--- config.mk ---
export PLATFORM = sky130hd
export DESIGN_NAME = emseq_sequencer
export DESIGN_NICKNAME = d
export VERILOG_FILES = /design/src/hw/emseq_pkg.sv /design/src/hw/emseq_step_rom.sv /design/src/hw/emseq_sequencer.sv
export SDC_FILE = /design/constraint.sdc
export NUM_CORES = 1
export LEC_CHECK = 0
export BUFFER_PORTS_ARGS = -buffer_cell sky130_fd_sc_hd__buf_2
export CORE_UTILIZATION = 29
export DETAILED_ROUTE_END_ITERATION = 12
export GPL_ROUTABILITY_DRIVEN = 0
export SKIP_CTS_REPAIR_TIMING = 1
export SYNTH_ARGS = -nofsm -noshare
export SYNTH_HDL_FRONTEND = slang
export SYNTH_HIERARCHICAL = 1
export SYNTH_SLANG_ARGS = --single-unit
--- constraint.sdc ---
create_clock -name core_clk -period 7.25 [get_ports core_clk]
set_input_delay 0.725 -clock core_clk [delete_from_list [all_inputs] [get_ports core_clk]]
set_output_delay 0.725 -clock core_clk [all_outputs]
set_load 0.1 [all_outputs]
--- src/hw/emseq_pkg.sv ---
// constants and types of the extended-mode bus-cycle sequencer
package emseq_pkg;

	// ---------------------------------------------------------------
	// widths, fixed values and reset values
	// ---------------------------------------------------------------
	localparam int          ADDR_W      = 16;
	localparam int          DATA_W      = 8;
	localparam int          STEP_W      = 3;
	localparam logic [15:0] DUMMY_ADDR  = 16'hFFFF;
	localparam logic [7:0]  CLEAR_DATA  = 8'h00;
	localparam logic [15:0] FETCH_SKIP  = 16'h0003;   // opcode plus two address bytes
	localparam logic [15:0] RST_ADDR    = 16'h0000;
	localparam logic [7:0]  RST_DATA    = 8'h00;
	localparam logic        BUS_READ    = 1'b1;
	localparam logic        BUS_WRITE   = 1'b0;

	// ---------------------------------------------------------------
	// cycle counts per instruction group
	// ---------------------------------------------------------------
	localparam logic [2:0]  CYC_JUMP    = 3'h3;
	localparam logic [2:0]  CYC_READ8   = 3'h4;
	localparam logic [2:0]  CYC_STORE8  = 3'h4;
	localparam logic [2:0]  CYC_LOAD16  = 3'h5;
	localparam logic [2:0]  CYC_STORE16 = 3'h5;
	localparam logic [2:0]  CYC_CLEAR   = 3'h5;
	localparam logic [2:0]  CYC_CALL    = 3'h6;
	localparam logic [2:0]  CYC_RMW     = 3'h6;

	// ---------------------------------------------------------------
	// enumerations
	// ---------------------------------------------------------------
	typedef enum logic [2:0] {
		GRP_JUMP    = 3'h0,
		GRP_CALL    = 3'h1,
		GRP_READ8   = 3'h2,
		GRP_STORE8  = 3'h3,
		GRP_LOAD16  = 3'h4,
		GRP_STORE16 = 3'h5,
		GRP_RMW     = 3'h6,
		GRP_CLEAR   = 3'h7
	} emseq_group_t;

	typedef enum logic [2:0] {
		AS_OPC1  = 3'h0,
		AS_OPC2  = 3'h1,
		AS_NEXT  = 3'h2,
		AS_EA    = 3'h3,
		AS_EA1   = 3'h4,
		AS_DUMMY = 3'h5,
		AS_SP    = 3'h6,
		AS_SPM1  = 3'h7
	} emseq_addr_t;

	typedef enum logic [2:0] {
		DS_NONE  = 3'h0,
		DS_ACC   = 3'h1,
		DS_REGHI = 3'h2,
		DS_REGLO = 3'h3,
		DS_RETLO = 3'h4,
		DS_RETHI = 3'h5,
		DS_MOD   = 3'h6,
		DS_ZERO  = 3'h7
	} emseq_data_t;

	typedef enum logic [2:0] {
		CAP_NONE = 3'h0,
		CAP_EAHI = 3'h1,
		CAP_EALO = 3'h2,
		CAP_OPHI = 3'h3,
		CAP_OPLO = 3'h4
	} emseq_cap_t;

	typedef enum logic [1:0] {
		ST_IDLE = 2'b01,
		ST_RUN  = 2'b10
	} emseq_state_t;

endpackage

--- src/hw/emseq_step_rom.sv ---
// per-group, per-cycle bus step table of the sequencer
`timescale 1ns/1ps
module emseq_step_rom
	import emseq_pkg::*;
(
	input  wire emseq_pkg::emseq_group_t group,
	input  wire logic [emseq_pkg::STEP_W-1:0] step,
	output emseq_pkg::emseq_addr_t addrSel,
	output logic                   rwRead,
	output emseq_pkg::emseq_data_t dataSel,
	output emseq_pkg::emseq_cap_t  capSel,
	output logic                   last
);
	// ---------------------------------------------------------------
	// cycle count of a group
	// ---------------------------------------------------------------
	function automatic logic [2:0] cyclesOf(input emseq_group_t g);
		case (g)
			GRP_JUMP:    cyclesOf = CYC_JUMP;
			GRP_CALL:    cyclesOf = CYC_CALL;
			GRP_READ8:   cyclesOf = CYC_READ8;
			GRP_STORE8:  cyclesOf = CYC_STORE8;
			GRP_LOAD16:  cyclesOf = CYC_LOAD16;
			GRP_STORE16: cyclesOf = CYC_STORE16;
			GRP_RMW:     cyclesOf = CYC_RMW;
			default:     cyclesOf = CYC_CLEAR;
		endcase
	endfunction

	// ---------------------------------------------------------------
	// step decode
	// ---------------------------------------------------------------
	// every group opens with the two address bytes after the opcode
	always_comb
	begin
		addrSel = AS_NEXT;
		rwRead  = BUS_READ;
		dataSel = DS_NONE;
		capSel  = CAP_NONE;
		last    = (step == cyclesOf(group));
		if (step == 3'h1)
		begin
			addrSel = AS_OPC1;
			capSel  = CAP_EAHI;
		end
		else if (step == 3'h2)
		begin
			addrSel = AS_OPC2;
			capSel  = CAP_EALO;
		end
		else if (!last)
		begin
			case (group)
				GRP_READ8:
				begin
					addrSel = AS_EA;
					capSel  = CAP_OPLO;
				end
				GRP_LOAD16:
				begin
					addrSel = (step == 3'h3) ? AS_EA : AS_EA1;
					capSel  = (step == 3'h3) ? CAP_OPHI : CAP_OPLO;
				end
				GRP_STORE8:
				begin
					addrSel = AS_EA;
					rwRead  = BUS_WRITE;
					dataSel = DS_ACC;
				end
				GRP_STORE16:
				begin
					addrSel = (step == 3'h3) ? AS_EA : AS_EA1;
					rwRead  = BUS_WRITE;
					dataSel = (step == 3'h3) ? DS_REGHI : DS_REGLO;
				end
				GRP_CALL:
				begin
					addrSel = (step == 3'h3) ? AS_DUMMY : ((step == 3'h4) ? AS_SP : AS_SPM1);
					rwRead  = (step == 3'h3) ? BUS_READ : BUS_WRITE;
					dataSel = (step == 3'h3) ? DS_NONE : ((step == 3'h4) ? DS_RETLO : DS_RETHI);
				end
				GRP_RMW:
				begin
					addrSel = (step == 3'h4) ? AS_DUMMY : AS_EA;
					rwRead  = (step == 3'h5) ? BUS_WRITE : BUS_READ;
					dataSel = (step == 3'h5) ? DS_MOD : DS_NONE;
					capSel  = (step == 3'h3) ? CAP_OPLO : CAP_NONE;
				end
				GRP_CLEAR:
				begin
					addrSel = AS_EA;
					rwRead  = (step == 3'h4) ? BUS_WRITE : BUS_READ;
					dataSel = (step == 3'h4) ? DS_ZERO : DS_NONE;
					capSel  = (step == 3'h3) ? CAP_OPLO : CAP_NONE;
				end
				default:
				begin
					addrSel = AS_NEXT;
				end
			endcase
		end
		// jump and call end at the target
		else if (group == GRP_JUMP || group == GRP_CALL)
		begin
			addrSel = AS_EA;
		end
	end

endmodule // emseq_step_rom

--- src/hw/emseq_sequencer.sv ---
// extended-mode bus-cycle sequencer: drives address, read/write and data per cycle
`timescale 1ns/1ps
module emseq_sequencer
	import emseq_pkg::*;
#(
	parameter int ADDR_WIDTH = emseq_pkg::ADDR_W,
	parameter int DATA_WIDTH = emseq_pkg::DATA_W
)
(
	input  wire logic                 core_clk,
	input  wire logic                 sys_rst,
	input  wire logic                 start,
	input  wire emseq_pkg::emseq_group_t group,
	input  wire logic [15:0]          opAddr,
	input  wire logic [15:0]          regData,
	input  wire logic [15:0]          stackPtr,
	input  wire logic [7:0]           modData,
	input  wire logic [7:0]           busRdData,
	output logic [15:0]               busAddr_r,
	output logic                      busRead_r,
	output logic [7:0]                busWrData_r,
	output logic                      busValid_r,
	output logic                      done_r,
	output logic                      ready_r,
	output logic [15:0]               operand_r,
	output logic [15:0]               target_r
);
	// ---------------------------------------------------------------
	// elaboration checks
	// ---------------------------------------------------------------
	// the bus step table only knows a 16-bit address and byte data
	if (ADDR_WIDTH != 16 || DATA_WIDTH != 8)
	begin : g_badWidth
		$error("emseq_sequencer supports only 16-bit address and 8-bit data");
	end

	// ---------------------------------------------------------------
	// state
	// ---------------------------------------------------------------
	emseq_state_t             state_r,    state_nxt;
	logic [STEP_W-1:0]        step_r,     step_nxt;
	emseq_group_t             group_r,    group_nxt;
	logic [15:0]              opAddr_r,   opAddr_nxt;
	logic [15:0]              regData_r,  regData_nxt;
	logic [15:0]              stackPtr_r, stackPtr_nxt;
	logic [7:0]               eaHi_r,     eaHi_nxt;
	emseq_cap_t               cap_r,      cap_nxt;
	logic                     last_r,     last_nxt;
	logic [15:0]              busAddr_nxt;
	logic                     busRead_nxt;
	logic [7:0]               busWrData_nxt;
	logic                     busValid_nxt;
	logic                     done_nxt;
	logic                     ready_nxt;
	logic [15:0]              operand_nxt;
	logic [15:0]              target_nxt;

	// ---------------------------------------------------------------
	// step table lookup for the cycle about to be driven
	// ---------------------------------------------------------------
	emseq_group_t             romGroup;
	logic [STEP_W-1:0]        romStep;
	emseq_addr_t              romAddr;
	logic                     romRead;
	emseq_data_t              romData;
	emseq_cap_t               romCap;
	logic                     romLast;
	logic                     take;
	logic [15:0]              eaNow;
	logic [15:0]              retAddr;

	// a new instruction may be taken while idle or in the final fetch cycle
	assign take     = start && (state_r == ST_IDLE || last_r);
	assign romGroup = take ? group : group_r;
	assign romStep  = take ? 3'h1 : 3'(step_r + 3'h1);
	// the low address byte arrives on the bus during step 2; use it at once
	assign eaNow    = (cap_r == CAP_EALO) ? {eaHi_r, busRdData} : target_r;
	assign retAddr  = 16'(opAddr_r + FETCH_SKIP);

	emseq_step_rom u_rom
	(
		.group   (romGroup),
		.step    (romStep),
		.addrSel (romAddr),
		.rwRead  (romRead),
		.dataSel (romData),
		.capSel  (romCap),
		.last    (romLast)
	);

	// ---------------------------------------------------------------
	// address and data selection
	// ---------------------------------------------------------------
	function automatic logic [15:0] addrOf(input emseq_addr_t s, input logic [15:0] opc,
		input logic [15:0] ea, input logic [15:0] sp);
		case (s)
			AS_OPC1:  addrOf = 16'(opc + 16'h0001);
			AS_OPC2:  addrOf = 16'(opc + 16'h0002);
			AS_NEXT:  addrOf = 16'(opc + FETCH_SKIP);
			AS_EA:    addrOf = ea;
			AS_EA1:   addrOf = 16'(ea + 16'h0001);
			AS_DUMMY: addrOf = DUMMY_ADDR;
			AS_SP:    addrOf = sp;
			AS_SPM1:  addrOf = 16'(sp - 16'h0001);
			default:  addrOf = DUMMY_ADDR;
		endcase
	endfunction

	// write data chosen per step; read steps leave the data lines at zero
	function automatic logic [7:0] dataOf(input emseq_data_t s, input logic [15:0] reg16,
		input logic [15:0] ret, input logic [7:0] md);
		case (s)
			DS_ACC:   dataOf = reg16[7:0];
			DS_REGHI: dataOf = reg16[15:8];
			DS_REGLO: dataOf = reg16[7:0];
			DS_RETLO: dataOf = ret[7:0];
			DS_RETHI: dataOf = ret[15:8];
			DS_MOD:   dataOf = md;
			DS_ZERO:  dataOf = CLEAR_DATA;
			default:  dataOf = RST_DATA;
		endcase
	endfunction

	// ---------------------------------------------------------------
	// next-state logic
	// ---------------------------------------------------------------
	// captures act on the step now on the bus, the table on the step to come
	always_comb
	begin
		state_nxt     = state_r;
		step_nxt      = step_r;
		group_nxt     = group_r;
		opAddr_nxt    = opAddr_r;
		regData_nxt   = regData_r;
		stackPtr_nxt  = stackPtr_r;
		eaHi_nxt      = eaHi_r;
		cap_nxt       = CAP_NONE;
		last_nxt      = 1'b0;
		busAddr_nxt   = busAddr_r;
		busRead_nxt   = BUS_READ;
		busWrData_nxt = RST_DATA;
		busValid_nxt  = 1'b0;
		done_nxt      = 1'b0;
		operand_nxt   = operand_r;
		target_nxt    = target_r;

		// bytes fetched after the opcode form the address
		if (state_r == ST_RUN)
		begin
			case (cap_r)
				CAP_EAHI: eaHi_nxt = busRdData;
				CAP_EALO: target_nxt = eaNow;
				CAP_OPHI: operand_nxt = {busRdData, operand_r[7:0]};
				CAP_OPLO: operand_nxt = {operand_r[15:8], busRdData};
				default:  eaHi_nxt = eaHi_r;
			endcase
		end

		if (take)
		begin
			// group, opAddr, regData and stackPtr are held for the whole instruction; modData is used live
			state_nxt    = ST_RUN;
			group_nxt    = group;
			opAddr_nxt   = opAddr;
			regData_nxt  = regData;
			stackPtr_nxt = stackPtr;
			step_nxt     = 3'h1;
			operand_nxt  = 16'h0000;
			busAddr_nxt  = addrOf(romAddr, opAddr, target_r, stackPtr);
			busRead_nxt  = romRead;
			busWrData_nxt = dataOf(romData, regData, 16'(opAddr + FETCH_SKIP), modData);
			busValid_nxt = 1'b1;
			cap_nxt      = romCap;
			last_nxt     = romLast;
			done_nxt     = romLast;
		end
		else if (state_r == ST_RUN && !last_r)
		begin
			// dummy and write steps come from the table
			step_nxt      = romStep;
			busAddr_nxt   = addrOf(romAddr, opAddr_r, eaNow, stackPtr_r);
			busRead_nxt   = romRead;
			busWrData_nxt = dataOf(romData, regData_r, retAddr, modData);
			busValid_nxt  = 1'b1;
			cap_nxt       = romCap;
			last_nxt      = romLast;
			done_nxt      = romLast;
		end
		else if (state_r == ST_RUN)
		begin
			// fetch cycle ended with nothing new to start
			state_nxt = ST_IDLE;
			step_nxt  = 3'h0;
		end

		// ready when the cycle after this one may take a new instruction
		ready_nxt = (state_nxt == ST_IDLE) || last_nxt;
	end

	// ---------------------------------------------------------------
	// registers
	// ---------------------------------------------------------------
	always_ff @(posedge core_clk)
	begin
		if (sys_rst)
		begin
			state_r     <= ST_IDLE;
			step_r      <= 3'h0;
			group_r     <= GRP_JUMP;
			opAddr_r    <= RST_ADDR;
			regData_r   <= RST_ADDR;
			stackPtr_r  <= RST_ADDR;
			eaHi_r      <= RST_DATA;
			cap_r       <= CAP_NONE;
			last_r      <= 1'b0;
			busAddr_r   <= RST_ADDR;
			busRead_r   <= BUS_READ;
			busWrData_r <= RST_DATA;
			busValid_r  <= 1'b0;
			done_r      <= 1'b0;
			ready_r     <= 1'b1;
			operand_r   <= RST_ADDR;
			target_r    <= RST_ADDR;
		end
		else
		begin
			state_r     <= state_nxt;
			step_r      <= step_nxt;
			group_r     <= group_nxt;
			opAddr_r    <= opAddr_nxt;
			regData_r   <= regData_nxt;
			stackPtr_r  <= stackPtr_nxt;
			eaHi_r      <= eaHi_nxt;
			cap_r       <= cap_nxt;
			last_r      <= last_nxt;
			busAddr_r   <= busAddr_nxt;
			busRead_r   <= busRead_nxt;
			busWrData_r <= busWrData_nxt;
			busValid_r  <= busValid_nxt;
			done_r      <= done_nxt;
			ready_r     <= ready_nxt;
			operand_r   <= operand_nxt;
			target_r    <= target_nxt;
		end
	end

endmodule // emseq_sequencer

Word level (Yosys, flattened, before mapping)
Cells that the tools add are included.
Storage, ports and cells
  flip-flop bits (word level): 127
  output and inout bits: 60
  logic and storage cells: 144
Cells by class
  $add $sub $neg: 11
  equal/unequal tests: 33
  multiplexer cells: 57
  bitwise operators: 2
  reduce and logical (&&, ||, !) cells: 23
Operator list (count)
  one-hot mux 16 bit (8 select lines): 2
  one-hot mux 8 bit (5 select lines): 2
  two-way mux 3 bit: 22
  adder 16 x 1 -> 16 bit (second input constant): 4
  adder 16 x 2 -> 16 bit (second input constant): 4
  two-way mux 16 bit: 3
  == test 3 bit (second input constant): 14
  one-hot mux 16 bit (2 select lines): 1
  subtractor 16 x 1 -> 16 bit (second input constant): 2
  == test 3 x 2 -> 1 bit (second input constant): 10
  one-hot mux 3 bit (3 select lines): 2
  two-way mux 1 bit: 17
  two-way mux 8 bit: 2
  == test 3 x 1 -> 1 bit (second input constant): 5
  one-hot mux 3 bit (5 select lines): 1
  OR reduction 2 bit: 7
  one-hot mux 3 bit (4 select lines): 1
  zero test 3 bit: 2
  two-way mux 2 bit: 3
  AND reduction 3 bit: 2
  == test 2 x 1 -> 1 bit (second input constant): 2
  one-hot mux 1 bit (4 select lines): 1
  AND reduction 2 bit: 2
  nonzero test 2 bit: 2
  other kinds (9): 13

Logic depth before layout (Yosys ltp)
  depth in word-level cells: 16
  depth in mapped cells: 25
  gate-level depth less buffers: 18

Cells and area by module
Netlist, hierarchy kept.
Modules (own cells, without submodules)
  emseq_sequencer: instances 1, cells an instance 1368, area each 9522.9 µm², sequential area each 2542.4 µm²
  emseq_step_rom: instances 1, cells an instance 96, area each 578.1 µm², sequential area each 0.0 µm²

Least setup slack after synthesis
Ideal clock, no wire load.
  path kind: reg-to-reg
  start point: register last_r
  end point: register busAddr_r[12]
  library setup time: 0.095 ns
  data arrival time: 5.554 ns
  required time: 7.155 ns
  slack: 1.600 ns
  cell stages (with the launch flop): 25
  period minus slack after synthesis: 5.650 ns
  path through: dfxtp_1 clkbuf_1 o21a_1 clkbuf_1 clkbuf_1 clkbuf_1 nand2_1 nand2_1 buf_2 nor2_1 a221oi_1 a2bb2oi_1 or3b_4 buf_6 buf_2 clkbuf_1 nand2_1 o21ai_0 ha_1 o21ai_0 a211oi_1 or4b_1 nand2_1 o31ai_1 a221oi_1
Between the ends
  word-level cells in the longest chain between the ends: 14
  elaborated cells between the ends (all ways): 47
Ends and longest elaborated chain
  from (decl): RTL line emseq_sequencer.sv:48  | logic last_r, last_nxt;
  from (signal assigned): RTL line emseq_sequencer.sv:235  | last_r <= last_nxt;
  logical OR 1 bit *: RTL line emseq_sequencer.sv:73  | assign take = start && (state_r == ST_IDLE || last_r);
  logical AND 1 bit *: RTL line emseq_sequencer.sv:73
  two-way mux 3 bit (on tied branches)
  == test 3 bit, or another cell as far along: RTL line emseq_step_rom.sv:18, emseq_step_rom.sv:53
  OR reduction 2 bit (no source line) / two-way mux 1 bit (equally long branches)
  one-hot mux 3 bit (3 select lines) / two-way mux 3 bit (equally long branches): RTL line emseq_step_rom.sv:18, emseq_step_rom.sv:78
  == test 3 bit / one-hot mux 3 bit (4 select lines) (equally long branches): RTL line emseq_step_rom.sv:40, emseq_step_rom.sv:53
  two-way mux 3 bit: RTL line emseq_step_rom.sv:51  | else if (!last)
  two-way mux 3 bit: RTL line emseq_step_rom.sv:46  | else if (step == 3'h2)
  two-way mux 3 bit *: RTL line emseq_step_rom.sv:41  | if (step == 3'h1)
  via romAddr[0]: RTL line emseq_sequencer.sv:63  | emseq_addr_t romAddr;
  == test 3 bit, or another cell as far along: RTL line emseq_sequencer.sv:96  | case (s)
  one-hot mux 16 bit (8 select lines): RTL line emseq_sequencer.sv:96
  two-way mux 16 bit: RTL line emseq_sequencer.sv:177  | else if (state_r == ST_RUN && !last_r)
  two-way mux 16 bit *: RTL line emseq_sequencer.sv:159  | if (take)
  to (signal assigned): RTL line emseq_sequencer.sv:236  | busAddr_r <= busAddr_nxt;
  to (decl): RTL line emseq_sequencer.sv:19  | output logic [15:0] busAddr_r,
Mark *: on every way through the listed nets, which the timed path passes. The rest lies on a longest branch. The select of a mux whose other input is x is not followed.
A chain may end at the register's enable or synchronous reset.

Final worst setup path
  start point: register state_r[0]
  end point: register busAddr_r[10]
Between the ends
  word-level cells in the longest chain between the ends: 15
  elaborated cells between the ends (all ways): 48
Ends and longest elaborated chain
  from (decl): RTL line emseq_sequencer.sv:40  | emseq_state_t state_r, state_nxt;
  from (signal assigned): RTL line emseq_sequencer.sv:227  | state_r <= state_nxt;
  == test 2 x 1 -> 1 bit *: RTL line emseq_sequencer.sv:73
  logical OR 1 bit *: RTL line emseq_sequencer.sv:73
  logical AND 1 bit *: RTL line emseq_sequencer.sv:73
  two-way mux 3 bit *: RTL line emseq_sequencer.sv:75  | assign romStep = take ? 3'h1 : 3'(step_r + 3'h1);
  via romStep[2]: RTL line emseq_sequencer.sv:62  | logic [STEP_W-1:0] romStep;
  == test 3 bit: RTL line emseq_step_rom.sv:78  | addrSel = (step == 3'h3) ? AS_DUMMY : ((step == 3'h4) ? AS_SP : AS_SPM1);
  two-way mux 1 bit: RTL line emseq_step_rom.sv:78
  two-way mux 3 bit: RTL line emseq_step_rom.sv:78
  one-hot mux 3 bit (4 select lines): RTL line emseq_step_rom.sv:53  | case (group)
  two-way mux 3 bit: RTL line emseq_step_rom.sv:51
  two-way mux 3 bit: RTL line emseq_step_rom.sv:46
  two-way mux 3 bit *: RTL line emseq_step_rom.sv:41
  via romAddr[0]: RTL line emseq_sequencer.sv:63
  == test 3 bit, or another cell as far along: RTL line emseq_sequencer.sv:96
  one-hot mux 16 bit (8 select lines): RTL line emseq_sequencer.sv:96
  two-way mux 16 bit: RTL line emseq_sequencer.sv:177
  two-way mux 16 bit *: RTL line emseq_sequencer.sv:159
Marks and branches as above.

==> flow_metrics.env <==
export IMPL_status="finished clean"
export IMPL_reg2reg_setup_slack_ps=1510
export IMPL_min_path_cells=2
export IMPL_fp_dieW_um=189
export IMPL_fin_crit_sh_pct=79.2
export IMPL_start_util_pct=29.8
export IMPL_dp_final_hpwl_mm=31.5
export IMPL_syn_inst=1464
export IMPL_cts_buffer_depth=2
export IMPL_nets=1576
export IMPL_drtIter0Drc=1907
export IMPL_grt_total_usage_pct=24.2
export IMPL_gr_total_overflow=0
export IMPL_post_route_min_period_ps=5740
export IMPL_yosys_warnings=6
export IMPL_finalHoldViolCount=0
export IMPL_crit_reg2reg_launch="state_r[0]"
export IMPL_grt_max_degree=76
export IMPL_hold_start="operand_r[10]"
export IMPL_pre_cts_slack_ps=1630
export IMPL_arrival_ps=6080
export IMPL_slew_headroom_pct=25.1
export IMPL_clock_skew_ps=14.4
export IMPL_crit_path_end_kind="register"
export IMPL_area_growth_pct=13.7
export IMPL_coreArea_mm2=0.0339
export IMPL_clk_pin_slew_ps=70
export IMPL_antenna_found_initial=3
export IMPL_synth_cell_area_mm2=0.0101
export IMPL_synth_top_family_by_area="compound AO/OA/AOI/OAI gates"
export IMPL_worst_hold_slack_ps=450
export IMPL_hold_class="register to register"
export IMPL_numPlacedInstances=1924
export IMPL_clock_sinks=127
export IMPL_vias_per_cell=6.08
export IMPL_ys_flop_type="dfxtp_1"
export IMPL_setup_ws_ps=1510
export IMPL_yosysSeqAreaShare_pct=25.2
export IMPL_p_per_area_mw_per_mm2=216
export IMPL_fin_tns_setup_ps=0
export IMPL_slew_viol_final=0
export IMPL_r2r_cells=13
export IMPL_wire_per_inst_um=22.4
export IMPL_antenna_cells=0
export IMPL_root_buffer="clkbuf_16"
export IMPL_drv_cap=0
export IMPL_final_cells=1956
export IMPL_synth_compound_area_share_pct=29.0
export IMPL_synthAdderAreaFrac_pct=1.36
export IMPL_finalSetupViolations=0
export IMPL_drive_above_1_share_pct=13.7
export IMPL_max_freq_ghz=0.174
export IMPL_max_slew_worst_pin_slew_ps=1120
export IMPL_path_class="register to register"
export IMPL_die_h_um=189
export IMPL_cts_buffers=17
export IMPL_rsz0062_at_grt="no"
export IMPL_power_leakage_nw=4.12
export IMPL_finalWirelength_mm=43.8
export IMPL_synthSimpleGateAreaFrac_pct=27.1
export IMPL_ys_async_sr_fraction_pct=0
export IMPL_cp_max_fo=73
export IMPL_grt_pass1_wl_mm=65.8
export IMPL_ant_nets=0
export IMPL_synth_xor_area_share_pct=7.10
export IMPL_drc_errors=0
export IMPL_syn_avg_cell_area_um2=6.90
export IMPL_hold_end="operand_r[10]"
export IMPL_drt_pass1_iterations=6
export IMPL_io_pins=130
export IMPL_rr_endpoint="busAddr_r[10]"
export IMPL_cp_start_kind="register"
export IMPL_ir_drop_v=0.000169
export IMPL_ys_seq_elements=127
export IMPL_io_buffers=129
export IMPL_die_area_mm2=0.0356
export IMPL_synth_edf_count=0
export IMPL_muxShareOfSynthArea_pct=3.96
export IMPL_ys_types=84
export IMPL_clkLatencyLatePin_ps=450
export IMPL_htreeDepth=4
export IMPL_vias=11900
export IMPL_synthesis_nets=1545
export IMPL_grt_pass1_vias=10600
export IMPL_cts_tree="yes"
export IMPL_rows=67
export IMPL_required_ps=7590
==> area by class of cell <==
| type | instances | area, um^2 |
|---|---|---|
| flip-flops and latches | 127 | 2540 |
| fillers | 3698 | 22400 |
| multi-input cells | 1184 | 6950 |
| clock buffers | 17 | 425 |
| repair buffers | 144 | 761 |
| clock inverters | 15 | 165 |
| inverters | 21 | 80.1 |
| well taps | 448 | 561 |
==> sequential cells by signal (all words and copies together), names as in the netlist <==
| name | cells |
|---|---|
| busValid_r | 1 |
| busWrData_r | 8 |
| last_r | 1 |
| ready_r | 1 |
| opAddr_r | 16 |
| step_r | 3 |
| target_r | 16 |
| state_r | 2 |
| operand_r | 16 |
| cap_r | 3 |
| stackPtr_r | 16 |
| group_r | 3 |
| busRead_r | 1 |
| regData_r | 16 |
| busAddr_r | 16 |
| eaHi_r | 8 |
==> cells in the mapped netlist, types with 5 or more instances <==
master / n / share of area, %
a2111oi_0: 7 / 0.61
a211oi_1: 25 / 1.9
a21o_1: 9 / 0.67
a21oi_1: 170 / 8.4
a221o_1: 11 / 1.1
a221oi_1: 17 / 1.5
a22oi_1: 11 / 0.82
a311oi_1: 7 / 0.61
a31oi_1: 16 / 0.99
and2_1: 8 / 0.50
and3_1: 14 / 0.87
buf_1: 18 / 0.67
buf_2: 13 / 0.64
buf_4: 5 / 0.37
clkbuf_1: 92 / 3.4
dfxtp_1: 127 / 25
ha_1: 11 / 1.4
inv_1: 18 / 0.67
mux2_2: 5 / 0.56
mux2i_1: 33 / 3.3
nand2_1: 284 / 11
nand2b_1: 8 / 0.50
nand3_1: 50 / 2.5
nand3b_1: 5 / 0.37
nand4_1: 18 / 1.1
nor2_1: 109 / 4.1
nor2b_1: 11 / 0.68
nor3_1: 31 / 1.5
nor3b_1: 7 / 0.52
nor4_1: 14 / 0.87
o211ai_1: 7 / 0.52
o21a_1: 5 / 0.37
o21ai_0: 64 / 3.2
o21ai_1: 10 / 0.50
o21bai_1: 5 / 0.37
o221ai_1: 19 / 1.6
o22ai_1: 26 / 1.6
o31ai_1: 10 / 0.74
or2_2: 7 / 0.43
or3_1: 7 / 0.43
or4_1: 5 / 0.37
xnor2_1: 53 / 4.6
xor2_1: 27 / 2.3
==> critical path, cell delays in order, from the launching register on <==
cell and delay (ps):
dfxtp_1 400, nor2b_1 330, o21a_2 210, buf_4 640, nor2_1 110, buf_4 240, a221oi_1 320, a2bb2oi_2 680
clkinv_1 490, or4_1 620, xnor2_1 130, o21ai_0 820, o2111ai_1 280, a221o_1 350
==> logic make-up (layout without fill, tap and decap cells) <==
kind of cell	count (synthesis)	count (layout)
simple gates	596	596
compound gates	457	457
buf+inv	153	197
flops	127	127
xor+xnor	81	81
mux	39	39
fa+ha+maj	11	11
==> worst max path at each step <==
stage | startpoint | to | slack, ps | cells past startpoint
2_1_floorplan | last_r | busAddr_r[12] | 1600 | 24
3_3_place_gp | start | busAddr_r[12] | 1700 | 17
3_5_place_dp | start | busAddr_r[12] | 1630 | 17
4_1_cts | state_r[0] | busAddr_r[12] | 1770 | 17
5_1_grt | state_r[0] | busAddr_r[12] | 1330 | 17
6_report | state_r[0] | busAddr_r[10] | 1510 | 13
==> placed cells by master, fill, tap and decap left out, types with 9 or more instances in the layout <==
cell         n
clkbuf_16   17
ha_1        11
a22oi_1     11
a31oi_1     16
nand3_1     50
nand4_1     18
a221o_1     11
xor2_1      27
a211oi_1    25
and3_1      14
nor3_1      31
mux2i_1     33
xnor2_1     53
nor2_1     109
o21ai_0     64
o221ai_1    19
a221oi_1    17
inv_1       18
a21oi_1    170
o22ai_1     26
nor4_1      14
a21o_1       9
buf_2      128
o31ai_1     10
nand2_1    284
nor2b_1     11
dfxtp_1    127
buf_4       16
==> where the power goes <==
| group | switching [mW] | internal (mW) |
|---|---|---|
| clock | 0.409 | 0.463 |
| combinational | 0.578 | 0.226 |
| sequential | 0.0647 | 0.736 |
| total | 1.05 | 1.42 |
==> per-stage QoR <==
stage | instance area [um^2] | utilization, % | power [mW]
after global placement | 10900 | 32.2 | 1.58
after CTS | 11500 | 33.9 | 2.45
after floorplan | 10100 | - | 1.36
final | 11500 | 33.9 | 2.48
after detailed placement | 10900 | 32.2 | 1.58
after global routing | 11500 | 33.9 | 2.57
==> layer usage <==
| metal | part of all wire (%) | global-route usage, % | wire, um |
|---|---|---|---|
| met1 | 41 | 32.3 | 17900 |
| met2 | 42 | 35.3 | 18300 |
| met3 | 12 | 6.85 | 5280 |
| met4 | 5.2 | 11.9 | 2290 |
| met5 | 0.030 | 0 | 13 |
Power figures use the tool's default switching activity.
